$ cat config.mk
export PLATFORM = sky130hd
export DESIGN_NAME = gnlk_clock_ctrl
export DESIGN_NICKNAME = d
export VERILOG_FILES = /design/src/gnlk_pkg.sv /design/src/gnlk_clock_ctrl.sv
export SDC_FILE = /design/constraint.sdc
export NUM_CORES = 1
export LEC_CHECK = 0
export BUFFER_PORTS_ARGS = -buffer_cell sky130_fd_sc_hd__buf_4
export CAP_MARGIN = 10
export CORE_MARGIN = 5
export CORE_UTILIZATION = 58
export CTS_BUF_LIST = sky130_fd_sc_hd__clkbuf_8
export DETAILED_ROUTE_END_ITERATION = 7
export PLACE_DENSITY_LB_ADDON = 0.15
export SYNTH_ARGS = -nofsm -noshare
export SYNTH_HDL_FRONTEND = slang
export SYNTH_SLANG_ARGS = --single-unit
$ cat constraint.sdc
create_clock -name clk -period 10.99 [get_ports clk]
set_input_delay 2.198 -clock clk [delete_from_list [all_inputs] [get_ports clk]]
set_output_delay 2.198 -clock clk [all_outputs]
set_load 0.02 [all_outputs]
$ cat src/gnlk_pkg.sv
// Package: register map, field layout, reset values and timing of the clock-output block
package gnlk_pkg;

  // ----------------------------------------
  // Register indices (byte address = 4 * index)
  // ----------------------------------------
  localparam logic [5:0] IDX_FB_LO = 6'h28;
  localparam logic [5:0] IDX_FB_HI = 6'h29;
  localparam logic [5:0] IDX_REF_LO = 6'h2a;
  localparam logic [5:0] IDX_REF_HI = 6'h2b;
  localparam logic [5:0] IDX_CTL_A = 6'h2c;
  localparam logic [5:0] IDX_CTL_B = 6'h2d;
  localparam logic [5:0] IDX_CTL_D = 6'h2e;
  localparam logic [5:0] IDX_HIZ = 6'h2f;
  localparam logic [5:0] IDX_STATUS = 6'h3e;

  // ----------------------------------------
  // Field positions and values
  // ----------------------------------------
  localparam int HALF_BIT = 0;
  localparam int QUART_BIT = 1;
  localparam int SKEW_LSB = 2;
  localparam int DRIVE_BIT = 6;
  localparam logic [1:0] HIZ_ON = 2'h3;
  localparam logic [15:0] CTL_AB_MASK = 16'h007f;
  localparam logic [15:0] CTL_D_MASK = 16'h003f;
  localparam logic [15:0] HIZ_MASK = 16'h0003;

  // ----------------------------------------
  // Reset values
  // ----------------------------------------
  localparam logic [15:0] CTL_RST = 16'h0000;
  localparam logic [1:0] HIZ_RST = 2'h0;
  localparam logic [2:0] DIVCNT_RST = 3'h0;
  localparam logic [4:0] STABLE_MAX = 5'h1f;

  // ----------------------------------------
  // Ratio defaults per output standard
  // ----------------------------------------
  localparam logic [31:0] NUM_DEF [4] = '{32'h00000010, 32'h00000020,
                                          32'h00000030, 32'h00000040};
  localparam logic [31:0] DEN_DEF [4] = '{32'h00000001, 32'h00000002,
                                          32'h00000003, 32'h00000004};

  // ----------------------------------------
  // Timing
  // ----------------------------------------
  localparam int CLK_PS = 25000;
  localparam int STEP_PS = 700;
  localparam int STEP_CYC = (STEP_PS / CLK_PS) < 1 ? 1 : (STEP_PS / CLK_PS);

  // ----------------------------------------
  // Types
  // ----------------------------------------
  typedef struct packed {
    logic [8:0] rsvd;
    logic driveHi;
    logic [3:0] skew;
    logic quarter;
    logic half;
  } gnlk_ctl_t;

  typedef struct packed {
    logic [5:0] idx;
    logic we;
    logic [3:0] sel;
    logic [31:0] dat;
  } gnlk_req_t;

endpackage

$ cat src/gnlk_clock_ctrl.sv
// Genlock ratio registers and three divided, skewed video clock outputs
// Function
// - Hold 32-bit genlock feedback numerator
// - Numerator low word 28h, high 29h
// - Hold 32-bit genlock reference denominator
// - Denominator low word 2Ah, high 2Bh
// - Ratio defaults follow selected video standard
// - Output A skew code, reset zero
// - Output B skew code, reset zero
// - Differential output skew code, reset zero
// - Output A bit1 quarter, bit0 half
// - Output A both divider bits: held low
// - Output B bit1 quarter, bit0 half
// - Output B both divider bits: held low
// - Differential bit1 quarter, bit0 half
// - Differential both bits: full-rate clock
// - Hiz field 11b floats differential pair
// - Output A bit 6 selects high drive
`timescale 1ns/1ps
`default_nettype none

module gnlk_clock_ctrl #(
  parameter int HIST = 16
) (
  // Clock and reset
  input wire logic clk,
  input wire logic reset,
  // Wishbone slave
  input wire logic wb_cyc_i,
  input wire logic wb_stb_i,
  input wire logic wb_we_i,
  input wire logic [7:0] wb_adr_i,
  input wire logic [3:0] wb_sel_i,
  input wire logic [31:0] wb_dat_i,
  output logic [31:0] wb_dat_o,
  output logic wb_ack_o,
  // Selected output standard pins
  input wire logic [1:0] videoStd,
  // Genlock ratio to the loop
  output logic [31:0] fbNumerator,
  output logic [31:0] refDenominator,
  // Clock outputs
  output logic video_clk_out_a,
  output logic video_clk_out_b,
  output logic drive_strength_a,
  output logic drive_strength_b,
  output logic video_clk_out_diff_p,
  output logic video_clk_out_diff_n,
  output logic diffOe
);

  // ----------------------------------------
  // Functions
  // ----------------------------------------
  // Raw level of one output from divider state and control word
  function automatic logic rawLevel(
    input gnlk_pkg::gnlk_ctl_t c,
    input logic [2:0] cnt,
    input logic bothFull
  );
    logic r;
    r = 1'b0;
    case ({c.quarter, c.half})
      2'b00: r = cnt[0];
      2'b01: r = cnt[1];
      2'b10: r = cnt[2];
      2'b11: r = bothFull ? cnt[0] : 1'b0;
      default: r = 1'b0;
    endcase
    return r;
  endfunction

  // Skewed level: code 0 undelayed, code k taps k steps back
  function automatic logic skewTap(
    input logic raw,
    input logic [HIST-1:0] hist,
    input logic [3:0] code
  );
    return (code == 4'h0) ? raw : hist[code - 4'h1];
  endfunction

  // Merge a 16-bit register with write data under byte lanes
  function automatic logic [15:0] laneMerge(
    input logic [15:0] old,
    input logic [31:0] dat,
    input logic [3:0] sel
  );
    return {sel[1] ? dat[15:8] : old[15:8], sel[0] ? dat[7:0] : old[7:0]};
  endfunction

  // ----------------------------------------
  // Bus request
  // ----------------------------------------
  gnlk_pkg::gnlk_req_t req;
  logic reqOn;
  logic wrOn;

  assign req = '{idx: wb_adr_i[7:2], we: wb_we_i, sel: wb_sel_i, dat: wb_dat_i};
  assign reqOn = wb_cyc_i && wb_stb_i && !wb_ack_o;
  assign wrOn = reqOn && req.we;

  // ----------------------------------------
  // Standard pin synchroniser
  // ----------------------------------------
  logic [1:0] stdMeta_r;
  logic [1:0] stdSync_r;
  logic [1:0] stdLast_r;
  logic loadPend_r;
  logic loadDef;

  always_ff @(posedge clk or posedge reset)
  begin
    if (reset)
    begin
      stdMeta_r <= 2'h0;
      stdSync_r <= 2'h0;
      stdLast_r <= 2'h0;
      loadPend_r <= 1'b1;
    end
    else
    begin
      stdMeta_r <= videoStd;
      stdSync_r <= stdMeta_r;
      stdLast_r <= stdSync_r;
      loadPend_r <= 1'b0;
    end
  end

  assign loadDef = loadPend_r || (stdSync_r != stdLast_r);

  // ----------------------------------------
  // Register file
  // ----------------------------------------
  logic [31:0] num_r, num_nxt, den_r, den_nxt;
  logic [15:0] ctlA_r, ctlA_nxt, ctlB_r, ctlB_nxt, ctlD_r, ctlD_nxt;
  logic [1:0] hiz_r, hiz_nxt;
  logic ack_r, ack_nxt;
  logic [31:0] rd_r, rd_nxt;
  logic [2:0] divCnt_r, divCnt_nxt;

  always_comb
  begin
    num_nxt = num_r;
    den_nxt = den_r;
    ctlA_nxt = ctlA_r;
    ctlB_nxt = ctlB_r;
    ctlD_nxt = ctlD_r;
    hiz_nxt = hiz_r;
    ack_nxt = reqOn;
    rd_nxt = 32'h0;
    if (loadDef)
    begin
      num_nxt = gnlk_pkg::NUM_DEF[stdSync_r];
      den_nxt = gnlk_pkg::DEN_DEF[stdSync_r];
    end
    // software ratio writes win over defaults
    if (wrOn)
    begin
      case (req.idx)
        gnlk_pkg::IDX_FB_LO: num_nxt[15:0] = laneMerge(num_r[15:0], req.dat, req.sel);
        gnlk_pkg::IDX_FB_HI: num_nxt[31:16] = laneMerge(num_r[31:16], req.dat, req.sel);
        gnlk_pkg::IDX_REF_LO: den_nxt[15:0] = laneMerge(den_r[15:0], req.dat, req.sel);
        gnlk_pkg::IDX_REF_HI: den_nxt[31:16] = laneMerge(den_r[31:16], req.dat, req.sel);
        gnlk_pkg::IDX_CTL_A:
          ctlA_nxt = laneMerge(ctlA_r, req.dat, req.sel) & gnlk_pkg::CTL_AB_MASK;
        gnlk_pkg::IDX_CTL_B:
          ctlB_nxt = laneMerge(ctlB_r, req.dat, req.sel) & gnlk_pkg::CTL_AB_MASK;
        gnlk_pkg::IDX_CTL_D:
          ctlD_nxt = laneMerge(ctlD_r, req.dat, req.sel) & gnlk_pkg::CTL_D_MASK;
        gnlk_pkg::IDX_HIZ: hiz_nxt = req.sel[0] ? req.dat[1:0] : hiz_r;
        default: ;
      endcase
    end
    if (reqOn && !req.we)
    begin
      case (req.idx)
        gnlk_pkg::IDX_FB_LO: rd_nxt = {16'h0, num_r[15:0]};
        gnlk_pkg::IDX_FB_HI: rd_nxt = {16'h0, num_r[31:16]};
        gnlk_pkg::IDX_REF_LO: rd_nxt = {16'h0, den_r[15:0]};
        gnlk_pkg::IDX_REF_HI: rd_nxt = {16'h0, den_r[31:16]};
        gnlk_pkg::IDX_CTL_A: rd_nxt = {16'h0, ctlA_r};
        gnlk_pkg::IDX_CTL_B: rd_nxt = {16'h0, ctlB_r};
        gnlk_pkg::IDX_CTL_D: rd_nxt = {16'h0, ctlD_r};
        gnlk_pkg::IDX_HIZ: rd_nxt = {30'h0, hiz_r};
        gnlk_pkg::IDX_STATUS: rd_nxt = {27'h0, divCnt_r, stdSync_r};
        default: rd_nxt = 32'h0;
      endcase
    end
  end

  always_ff @(posedge clk or posedge reset)
  begin
    if (reset)
    begin
      num_r <= gnlk_pkg::NUM_DEF[0];
      den_r <= gnlk_pkg::DEN_DEF[0];
      ctlA_r <= gnlk_pkg::CTL_RST;
      ctlB_r <= gnlk_pkg::CTL_RST;
      ctlD_r <= gnlk_pkg::CTL_RST;
      hiz_r <= gnlk_pkg::HIZ_RST;
      ack_r <= 1'b0;
      rd_r <= 32'h0;
    end
    else
    begin
      num_r <= num_nxt;
      den_r <= den_nxt;
      ctlA_r <= ctlA_nxt;
      ctlB_r <= ctlB_nxt;
      ctlD_r <= ctlD_nxt;
      hiz_r <= hiz_nxt;
      ack_r <= ack_nxt;
      rd_r <= rd_nxt;
    end
  end

  assign wb_ack_o = ack_r;
  assign wb_dat_o = rd_r;
  assign fbNumerator = num_r;
  assign refDenominator = den_r;

  // ----------------------------------------
  // Clock divider and skew lines
  // ----------------------------------------
  gnlk_pkg::gnlk_ctl_t cA, cB, cD;
  logic [HIST-1:0] histA_r, histA_nxt, histB_r, histB_nxt, histD_r, histD_nxt;
  logic rawA, rawB, rawD;
  logic outA_r, outA_nxt, outB_r, outB_nxt, outD_r, outD_nxt, outDn_r, outDn_nxt;
  logic oe_r, oe_nxt;
  logic drvA_r, drvA_nxt, drvB_r, drvB_nxt;

  assign cA = gnlk_pkg::gnlk_ctl_t'(ctlA_r);
  assign cB = gnlk_pkg::gnlk_ctl_t'(ctlB_r);
  assign cD = gnlk_pkg::gnlk_ctl_t'(ctlD_r);

  always_comb
  begin
    divCnt_nxt = divCnt_r + 3'h1;
    rawA = rawLevel(cA, divCnt_r, 1'b0);
    rawB = rawLevel(cB, divCnt_r, 1'b0);
    rawD = rawLevel(cD, divCnt_r, 1'b1);
    histA_nxt = {histA_r[HIST-2:0], rawA};
    histB_nxt = {histB_r[HIST-2:0], rawB};
    histD_nxt = {histD_r[HIST-2:0], rawD};
    outA_nxt = skewTap(rawA, histA_r, cA.skew);
    outB_nxt = skewTap(rawB, histB_r, cB.skew);
    outD_nxt = skewTap(rawD, histD_r, cD.skew);
    outDn_nxt = ~outD_nxt;
    oe_nxt = (hiz_r != gnlk_pkg::HIZ_ON);
    drvA_nxt = cA.driveHi;
    drvB_nxt = cB.driveHi;
  end

  always_ff @(posedge clk or posedge reset)
  begin
    if (reset)
    begin
      divCnt_r <= gnlk_pkg::DIVCNT_RST;
      histA_r <= '0;
      histB_r <= '0;
      histD_r <= '0;
      outA_r <= 1'b0;
      outB_r <= 1'b0;
      outD_r <= 1'b0;
      outDn_r <= 1'b1;
      oe_r <= 1'b1;
      drvA_r <= 1'b0;
      drvB_r <= 1'b0;
    end
    else
    begin
      divCnt_r <= divCnt_nxt;
      histA_r <= histA_nxt;
      histB_r <= histB_nxt;
      histD_r <= histD_nxt;
      outA_r <= outA_nxt;
      outB_r <= outB_nxt;
      outD_r <= outD_nxt;
      outDn_r <= outDn_nxt;
      oe_r <= oe_nxt;
      drvA_r <= drvA_nxt;
      drvB_r <= drvB_nxt;
    end
  end

  assign video_clk_out_a = outA_r;
  assign video_clk_out_b = outB_r;
  assign video_clk_out_diff_p = outD_r;
  assign video_clk_out_diff_n = outDn_r;
  assign diffOe = oe_r;
  assign drive_strength_a = drvA_r;
  assign drive_strength_b = drvB_r;

  // ----------------------------------------
  // Checks
  // ----------------------------------------
  logic [4:0] stable_r;

  always_ff @(posedge clk or posedge reset)
  begin
    if (reset)
    begin
      stable_r <= 5'h0;
    end
    else if (ctlA_nxt != ctlA_r || ctlB_nxt != ctlB_r || ctlD_nxt != ctlD_r)
    begin
      stable_r <= 5'h0;
    end
    else if (stable_r != gnlk_pkg::STABLE_MAX)
    begin
      stable_r <= stable_r + 5'h1;
    end
  end
endmodule
`default_nettype wire

==> results.yml, run 1 <==
drt:
  wl_met2_um: 8240
  drt-initial-drc-count: 730
  highest_layer: "met4"
  viasPerCell: 6.32
  drtPass1Iterations: 5
  drc_errors: 0
  drtAntennaViolNets: 0
  met3_length_um: 1550
  wl_met1_um: 7380
  num_vias: 5058
  routed_wl_um: 17700
  routedWlPerCell_um: 22.1
global_route:
  overflow: 0
  grt_pass1_vias: 5070
  grtUsageTotal_pct: 25.2
  grt_start_max_net_pins: 91
  grt_pass1_wl_um: 27800
  antenna_found_initial: 0
clock_tree:
  htreeDepth: 4
  ctsResizeCount: 0
  path_clk_slew_ps: 80
  ctsLongestPathBuffers: 2
  ctsHoldBuffers: 0
  tritoncts: "yes"
  root_buffer: "clkbuf_8"
  cts_setup_buffers: 0
  clk_latency_ps: 460
  cts.sinks: 168
  numCtsBuffers: 17
sta:
  setup_violations: 0
  finalHoldViolations: 0
  worstMarginPinSlew_ps: 1070
  min_period_over_period_pct: 35.9
  setup_ws_ps: 7050
  slew_headroom_pct: 28.6
  tns_ps: 0
  period_minus_slack_ps: 3940
  fmax_mhz: 254
  finClkSkew_ps: 8.75
  slew_viol_final: 0
  rsz0062_at_grt: "no"
yosys:
  avgSynthCellArea_um2: 13.6
  ys_warn_count: 0
  async_reset_ff_share_pct: 100
  yosysSeqAreaShare_pct: 59.1
  synth_area_leader_cell: "dfrtp_1"
  synth_top_area_share_pct: 57.2
  synth_edf_count: 0
  synth.cell_area_mm2: 0.00713
  synth_area_leaders: "dfrtp_1, a22o_1, mux2_2"
  synthCells: 525
  ys_ff_latch: 168
  yosysUniqueCellTypes: 51
  dominantRegCellSynth: "dfrtp_1"
die:
  io_pins: 155
  die_area_mm2: 0.0146
  die_w_um: 121
  core_area_mm2: 0.0120
  rows: 40
  initial_core_util_pct: 59.3
  die_h_um: 121
setup_path:
  cp.required_ps: 11270
  cp_num_cells: 5
  critPathArrivalTime_ps: 4220
  worst-r2r-cell-count: 6
  cp-endpoint: "wb_dat_o[5]"
  cpLargestDelayFamily: "simple AND/OR/NAND/NOR gates"
  path_buf_inv: 1
  crit_slowest_cell: "a2111oi_0"
  cp-start-kind: "input pin"
  r2r-start: "cB[2]"
  cp_max_fo: 30
  crit_chain: "buf_4, nand3b_1, nand2_1, nand3_1, a2111oi_0"
  r2r-end: "video_clk_out_b"
  end_kind: "flop"
  path_class: "in -> reg"
  reg2reg_slack_ps: 8730
  worstSetupStartpoint: "wb_adr_i[3]"
  critPathMaxStageDelay_ps: 820
final_layout:
  layout.nets: 703
  area_delta_synth_final_pct: 18.6
  fin_area_mm2: 0.00845
  final_util_pct: 70.4
  n_antenna_cell: 0
  final_common_cell: "dfrtp_1"
  drive_gt1_share_pct: 31.7
  final_cell_mix: "dfrtp_1, buf_4, a22o_1"
power_and_ir_drop:
  clock_power_share_pct: 37.7
  seqPwrFrac_pct: 54.8
  p_sw_share_pct: 23.7
  p_int_w: 0.000890
  power_density_mw_per_mm2: 138
  power_frac_comb_pct: 7.5
  power_switching_w: 0.000276
  ir_drop_mv: 0.0926
  static-leakage-power_nw: 4.05
placed_design:
  place_area_mm2: 0.00805
  dpl.hpwl_um: 12200
  place.gp.congestion: 0.861
  dp_slack_ps: 6630
  port_buffers: 118
run_status:
  status: "completed"
hold_path:
  hp-class: "reg -> reg"
  hp-start: "stdMeta_r[1]"
flow_run:
  max_cap_violations: 0
worst min path at each step:
| stage | slack (ps) | endpoint | cells after the start |
|---|---|---|---|
| 2_1_floorplan | 330 | stdSync_r[0] | 0 |
| 3_3_place_gp | 330 | stdSync_r[0] | 0 |
| 3_5_place_dp | 340 | stdSync_r[1] | 0 |
| 4_1_cts | 360 | stdSync_r[1] | 0 |
| 5_1_grt | 370 | stdSync_r[0] | 0 |
| 6_report | 360 | stdSync_r[1] | 0 |
logic make-up after synthesis:
logic type / Yosys count / synth area share, %
flip-flops: 168 / 59.1
AO/OA/AOI/OAI: 134 / 15.0
AND/OR/NAND/NOR: 92 / 7.18
multiplexers: 59 / 11.9
buffers and inverters: 53 / 3.95
adder cells (fa/ha/maj): 12 / 2.11
XOR/XNOR: 6 / 0.737
other: 1 / 0.0526
power groups by stage:
stage | combinational [W] | clock, W | sequential (W)
floorplan | 0.0000555 | 0 | 0.000651
global placement | 0.0000853 | 0 | 0.000651
detailed placement | 0.0000876 | 0 | 0.000651
CTS | 0.0000879 | 0.000445 | 0.000639
global route | 0.0000955 | 0.000472 | 0.000641
finish | 0.0000875 | 0.000440 | 0.000639
state kept, by name, indices dropped and copies added, names as in the netlist, 2 cells and up:
signal	count
histB_r	16
hiz_r	2
wb_dat_o	16
refDenominator	32
divCnt_r	3
histD_r	16
cD	6
cA	7
stdSync_r	2
cB	7
stdMeta_r	2
fbNumerator	32
histA_r	16
stdLast_r	2
cells in the mapped netlist (2+ instances only):
cell type	number
mux2i_2	6
a221o_1	7
buf_1	3
mux2i_1	10
buf_4	16
and2_1	8
a22oi_2	2
buf_2	12
nand3b_1	6
dfrtp_1	163
o311a_1	3
o21ai_0	6
mux4_1	4
nand3_1	9
xor2_1	6
or3b_2	2
nor2b_1	3
or3_1	2
a21oi_1	17
a31oi_1	5
clkbuf_1	8
nor2_1	10
mux4_2	11
a22o_1	59
nor4_1	2
dfstp_2	5
nand2b_1	3
inv_1	13
nand2_1	22
o31ai_1	2
o32ai_1	2
a22oi_1	23
and3_1	15
a311o_1	3
ha_1	12
nor3_1	3
mux2_2	28
final cells by class:
type                    count  area (µm²)
flip-flops and latches    168        4210
multi-input cells         320        2700
inverters                  13        53.8
fillers                   841        3560
well taps                 147         184
repair buffers            120         901
clock inverters            10         101
clock buffers              22         303
per-layer routing:
metal | up-vias | track usage, %
met4 | 0 | 10.6
met1 | 2554 | 34.7
met2 | 265 | 38.1
met3 | 56 | 6.62
met5 | - | 0
li1 | 2183 | -
per-stage QoR:
step | hold slack (ps) | std cells | power [W]
floorplan | 331 | 541 | 0.000707
global placement | 335 | 768 | 0.000736
detailed placement | 341 | 768 | 0.000739
CTS | 363 | 800 | 0.00117
global route | 368 | 800 | 0.00121
finish | 360 | 800 | 0.00117
No activity file was read; power rests on OpenSTA's default activity.
==> run 2: changes to the inputs <==
Settings changed: CORE_UTILIZATION 58 to 51.
Clock period 10.99 ns to 3.2 ns, I/O delays scaled along.
==> run 2 against run 1 <==
  * Global-route usage decreased by 3.0 points
  * Power rose to 3.5 times the previous value
  * Register-to-register slack worse by 7800 ps
  * Final cell count is 4.8% higher
  * Core utilization shrank 8.3 points
  * First-iteration DRC count shrank 24%
==> results.yml, run 2 (synthesis gave the netlist of run 1 again) <==
run_status:
  status: "completed"
placed_design:
  port_buffers: 118
  place.gp.congestion: 0.844
  dpl.hpwl_um: 12400
final_layout:
  n_antenna_cell: 0
  fillers: 1119
  area_delta_synth_final_pct: 20.0
  final_common_cell: "dfrtp_1"
  final-seq-area_mm2: 0.00421
  final_util_pct: 62.1
  layout.nets: 708
  final_cell_mix: "dfrtp_1, buf_4, a22o_1"
  multi_input_comb_area_mm2: 0.00270
  drive_gt1_share_pct: 32.1
global_route:
  grt_pass1_vias: 5043
  grt_pass1_wl_um: 27800
  antenna_found_initial: 0
  overflow: 0
  grt_start_max_net_pins: 169
  grtUsageTotal_pct: 22.2
die:
  die_area_mm2: 0.0164
  rows: 43
  die_h_um: 128
  die_w_um: 128
  core_area_mm2: 0.0138
  io_pins: 155
  initial_core_util_pct: 51.7
setup_path:
  crit_slowest_cell: "dfrtp_1"
  end_kind: "flop"
  cp.required_ps: 3540
  critPathMaxStageDelay_ps: 590
  path_buf_inv: 1
  cpLargestDelayFamily: "multiplexers"
  path_class: "reg -> reg"
  critPathArrivalTime_ps: 2610
  crit_chain: "inv_1, ha_1, mux4_2, mux2_2, o311a_1, a311o_1"
  cp-start-kind: "flop"
  cp_max_fo: 8
clock_tree:
  path_clk_slew_ps: 80
  tritoncts: "yes"
  ctsLongestPathBuffers: 2
  numCtsBuffers: 17
  clk_latency_ps: 460
  cts_setup_buffers: 0
  ctsResizeCount: 0
  cts.sinks: 168
  root_buffer: "clkbuf_8"
  htreeDepth: 4
  ctsHoldBuffers: 0
drt:
  drtPass1Iterations: 5
  num_vias: 5015
  routed_wl_um: 17900
  drt-initial-drc-count: 555
  routedWlPerCell_um: 21.3
  viasPerCell: 5.98
  drc_errors: 0
  drtAntennaViolNets: 0
power_and_ir_drop:
  static-leakage-power_nw: 4.09
  power_density_mw_per_mm2: 477
  power_w: 0.00408
  ir_drop_mv: 0.238
sta:
  setup_violations: 0
  finalHoldViolations: 0
  worstMarginPinSlew_ps: 923
  period_minus_slack_ps: 2270
  finClkSkew_ps: 17.4
  fmax_mhz: 440
  slew_headroom_pct: 38.4
  rsz0062_at_grt: "no"
  tns_ps: 0
  slew_viol_final: 0
  min_period_over_period_pct: 71.0
flow_run:
  max_cap_violations: 0
hold_path:
  hp-class: "in -> reg"
[run 2: path summary, 6_finish.rpt]
kind	startpoint	endpoint	slack, ps	cells past startpoint
max	cB[2]	video_clk_out_b	930	6
min	videoStd[0]	stdMeta_r[0]	290	1
max reg2reg	cB[2]	video_clk_out_b	930	6
min reg2reg	stdMeta_r[1]	stdSync_r[1]	350	0
max in group asynchronous	reset	histD_r[8]	2090	3
min in group asynchronous	reset	wb_dat_o[15]	380	3
[run 2: worst reg2reg max path, stage by stage (launching register included)]
cell     delay (ps)
dfrtp_1         590
inv_1           150
ha_1            410
mux4_2          330
mux2_2          270
o311a_1         120
a311o_1         280
[run 2: report_power, final]
part | switching, W | internal, W
Combinational | 0.000193 | 0.000112
Clock | 0.000727 | 0.000852
Sequential | 0.0000328 | 0.00216
[run 2: through the flow]
| stage | cell area (µm²) | std cells | hold slack (ps) | setup slack (ps) |
|---|---|---|---|---|
| finish | 8550 | 838 | 292 | 929 |
| detailed placement | 8140 | 806 | 337 | 784 |
| global route | 8550 | 838 | 260 | 773 |
| CTS | 8550 | 838 | 263 | 914 |
| global placement | 8140 | 806 | 335 | 787 |
| floorplan | 7190 | 541 | 331 | 423 |
[run 2: final cells by class]
cell class	count	share of cell area (%)
Sequential cell	168	49.2
Multi-Input combinational cell	320	31.6
Timing Repair Buffer	125	11.1
Clock buffer	18	2.90
Tap cell	180	2.63
Clock inverter	14	1.96
Inverter	13	0.614
[run 2: metal layers]
| metal | up-vias | track usage (%) | part of all wire (%) |
|---|---|---|---|
| met5 | - | 0 | 0 |
| met4 | 0 | 8.86 | 2.6 |
| met3 | 37 | 4.83 | 6.4 |
| met2 | 216 | 32.6 | 46 |
| met1 | 2569 | 32.3 | 45 |
| li1 | 2193 | - | - |
==> run 3: changes to the inputs <==
Settings changed: CORE_UTILIZATION 51 to 56.
Clock period 3.2 ns to 2.3 ns, I/O delays scaled along.
==> run 3 against run 2 <==
  * Sequential cell count stayed put
  * Clock-buffer cell count is 2 higher
  * Critical endpoint is now refDenominator[16]
  * Core utilization rose by 6.8 points
  * Final cell count up 0.84%
  * Clock skew fell by 11 ps
  * First-iteration DRC count decreased by 19%
  * Non-clock buffer count increased by 15
==> results.yml, run 3 (synthesis gave the netlist of run 1 again) <==
placed_design:
  place.gp.congestion: 0.893
  place_area_mm2: 0.00825
  dp_slack_ps: 131
  dpl.hpwl_um: 12600
  port_buffers: 118
sta:
  period_minus_slack_ps: 2060
  setup_violations: 0
  slew_viol_final: 0
  min_period_over_period_pct: 89.6
  rsz0062_at_grt: "no"
  setup_ws_ps: 240
  finClkSkew_ps: 6.62
  worstMarginPinSlew_ps: 716
  slew_headroom_pct: 51.1
  finalHoldViolations: 0
  fmax_mhz: 485
  tns_ps: 0
global_route:
  antenna_found_initial: 0
  grtUsageTotal_pct: 24.2
  grt_pass1_vias: 5104
  grt_pass1_wl_um: 27600
  grt_start_max_net_pins: 88
  overflow: 0
final_layout:
  drive_gt1_share_pct: 33.7
  fin_area_mm2: 0.00866
  area_delta_synth_final_pct: 21.6
  final_cell_mix: "dfrtp_1, buf_4, a22o_1"
  n_antenna_cell: 0
  final_common_cell: "dfrtp_1"
  fillers: 930
  layout.nets: 723
setup_path:
  r2r-start: "stdSync_r[1]"
  reg2reg_slack_ps: 240
  critPathArrivalTime_ps: 2440
  end_kind: "flop"
  cp_num_cells: 4
  cpLargestDelayFamily: "multiplexers"
  cp_max_fo: 10
  cp-endpoint: "refDenominator[16]"
  crit_chain: "xor2_1, or3_1, mux2i_2, a22o_1"
  path_buf_inv: 0
  cp.required_ps: 2680
  worst-r2r-cell-count: 4
  r2r-end: "refDenominator[16]"
  cp-start-kind: "flop"
  critPathMaxStageDelay_ps: 620
  crit_slowest_cell: "mux2i_2"
  path_class: "reg -> reg"
  worstSetupStartpoint: "stdSync_r[1]"
die:
  rows: 41
  die_h_um: 123
  initial_core_util_pct: 56.7
  die_area_mm2: 0.0151
  io_pins: 155
  core_area_mm2: 0.0126
  die_w_um: 123
clock_tree:
  ctsLongestPathBuffers: 2
  clk_latency_ps: 440
  ctsResizeCount: 0
  cts_setup_buffers: 0
  path_clk_slew_ps: 80
  numCtsBuffers: 17
  cts.sinks: 168
  tritoncts: "yes"
  ctsHoldBuffers: 0
  root_buffer: "clkbuf_8"
  htreeDepth: 4
power_and_ir_drop:
  ir_drop_mv: 0.394
  power_density_mw_per_mm2: 648
  static-leakage-power_nw: 4.17
drt:
  drc_errors: 0
  drtAntennaViolNets: 0
  viasPerCell: 5.93
  drt-initial-drc-count: 447
  routedWlPerCell_um: 20.6
  num_vias: 5012
  routed_wl_um: 17400
  drtPass1Iterations: 5
run_status:
  status: "completed"
hold_path:
  hp-class: "in -> reg"
  holdPathStages: 1
flow_run:
  max_cap_violations: 0
[run 3: cell types whose count changed in the layout (fill, tap and decap cells not counted)]
cell / delta
buf_4: +14
clkbuf_8: +2
buf_12: +1
bufinv_16: -1
inv_1: -1
[run 3: cell type report]
type / count / area (µm²) / area share (%)
Clock buffer: 20 / 275 / 3.18
Clock inverter: 12 / 134 / 1.55
Inverter: 13 / 52.6 / 0.607
Multi-Input combinational cell: 320 / 2700 / 31.2
Sequential cell: 168 / 4210 / 48.6
Tap cell: 172 / 215 / 2.48
Timing Repair Buffer: 140 / 1080 / 12.4
[run 3: how the worst min path moves through the flow]
stage                   end          from  slack [ps]
2_1_floorplan  stdSync_r[0]  stdMeta_r[0]         330
3_3_place_gp   stdSync_r[0]  stdMeta_r[0]         330
3_5_place_dp   stdSync_r[0]  stdMeta_r[0]         340
4_1_cts        stdMeta_r[1]   videoStd[1]          90
5_1_grt        stdMeta_r[0]   videoStd[0]          90
6_report       stdMeta_r[1]   videoStd[1]         120
[run 3: per-stage QoR]
stage	std cells	hold WS (ps)	power [W]	utilization, %
after global placement	813	334	0.00354	65.7
after detailed placement	813	337	0.00355	65.7
after global routing	845	88.3	0.00583	68.9
after floorplan	541	331	0.00338	-
final	845	118	0.00561	68.9
after CTS	845	87.7	0.00566	68.9
[run 3: metal layers]
layer	track usage (%)	up-vias	share of wire [%]
li1	-	2227	-
met1	34.8	2554	44
met2	35.8	199	47
met3	5.39	32	6.8
met4	10.6	0	2.5
met5	0	-	0
[run 3: power breakdown]
group	total (W)	leakage, nW	internal, W	switching [W]
clock network	0.00213	0.222	0.00114	0.000986
logic	0.000439	1.74	0.000167	0.000272
registers	0.00305	2.21	0.00301	0.0000393
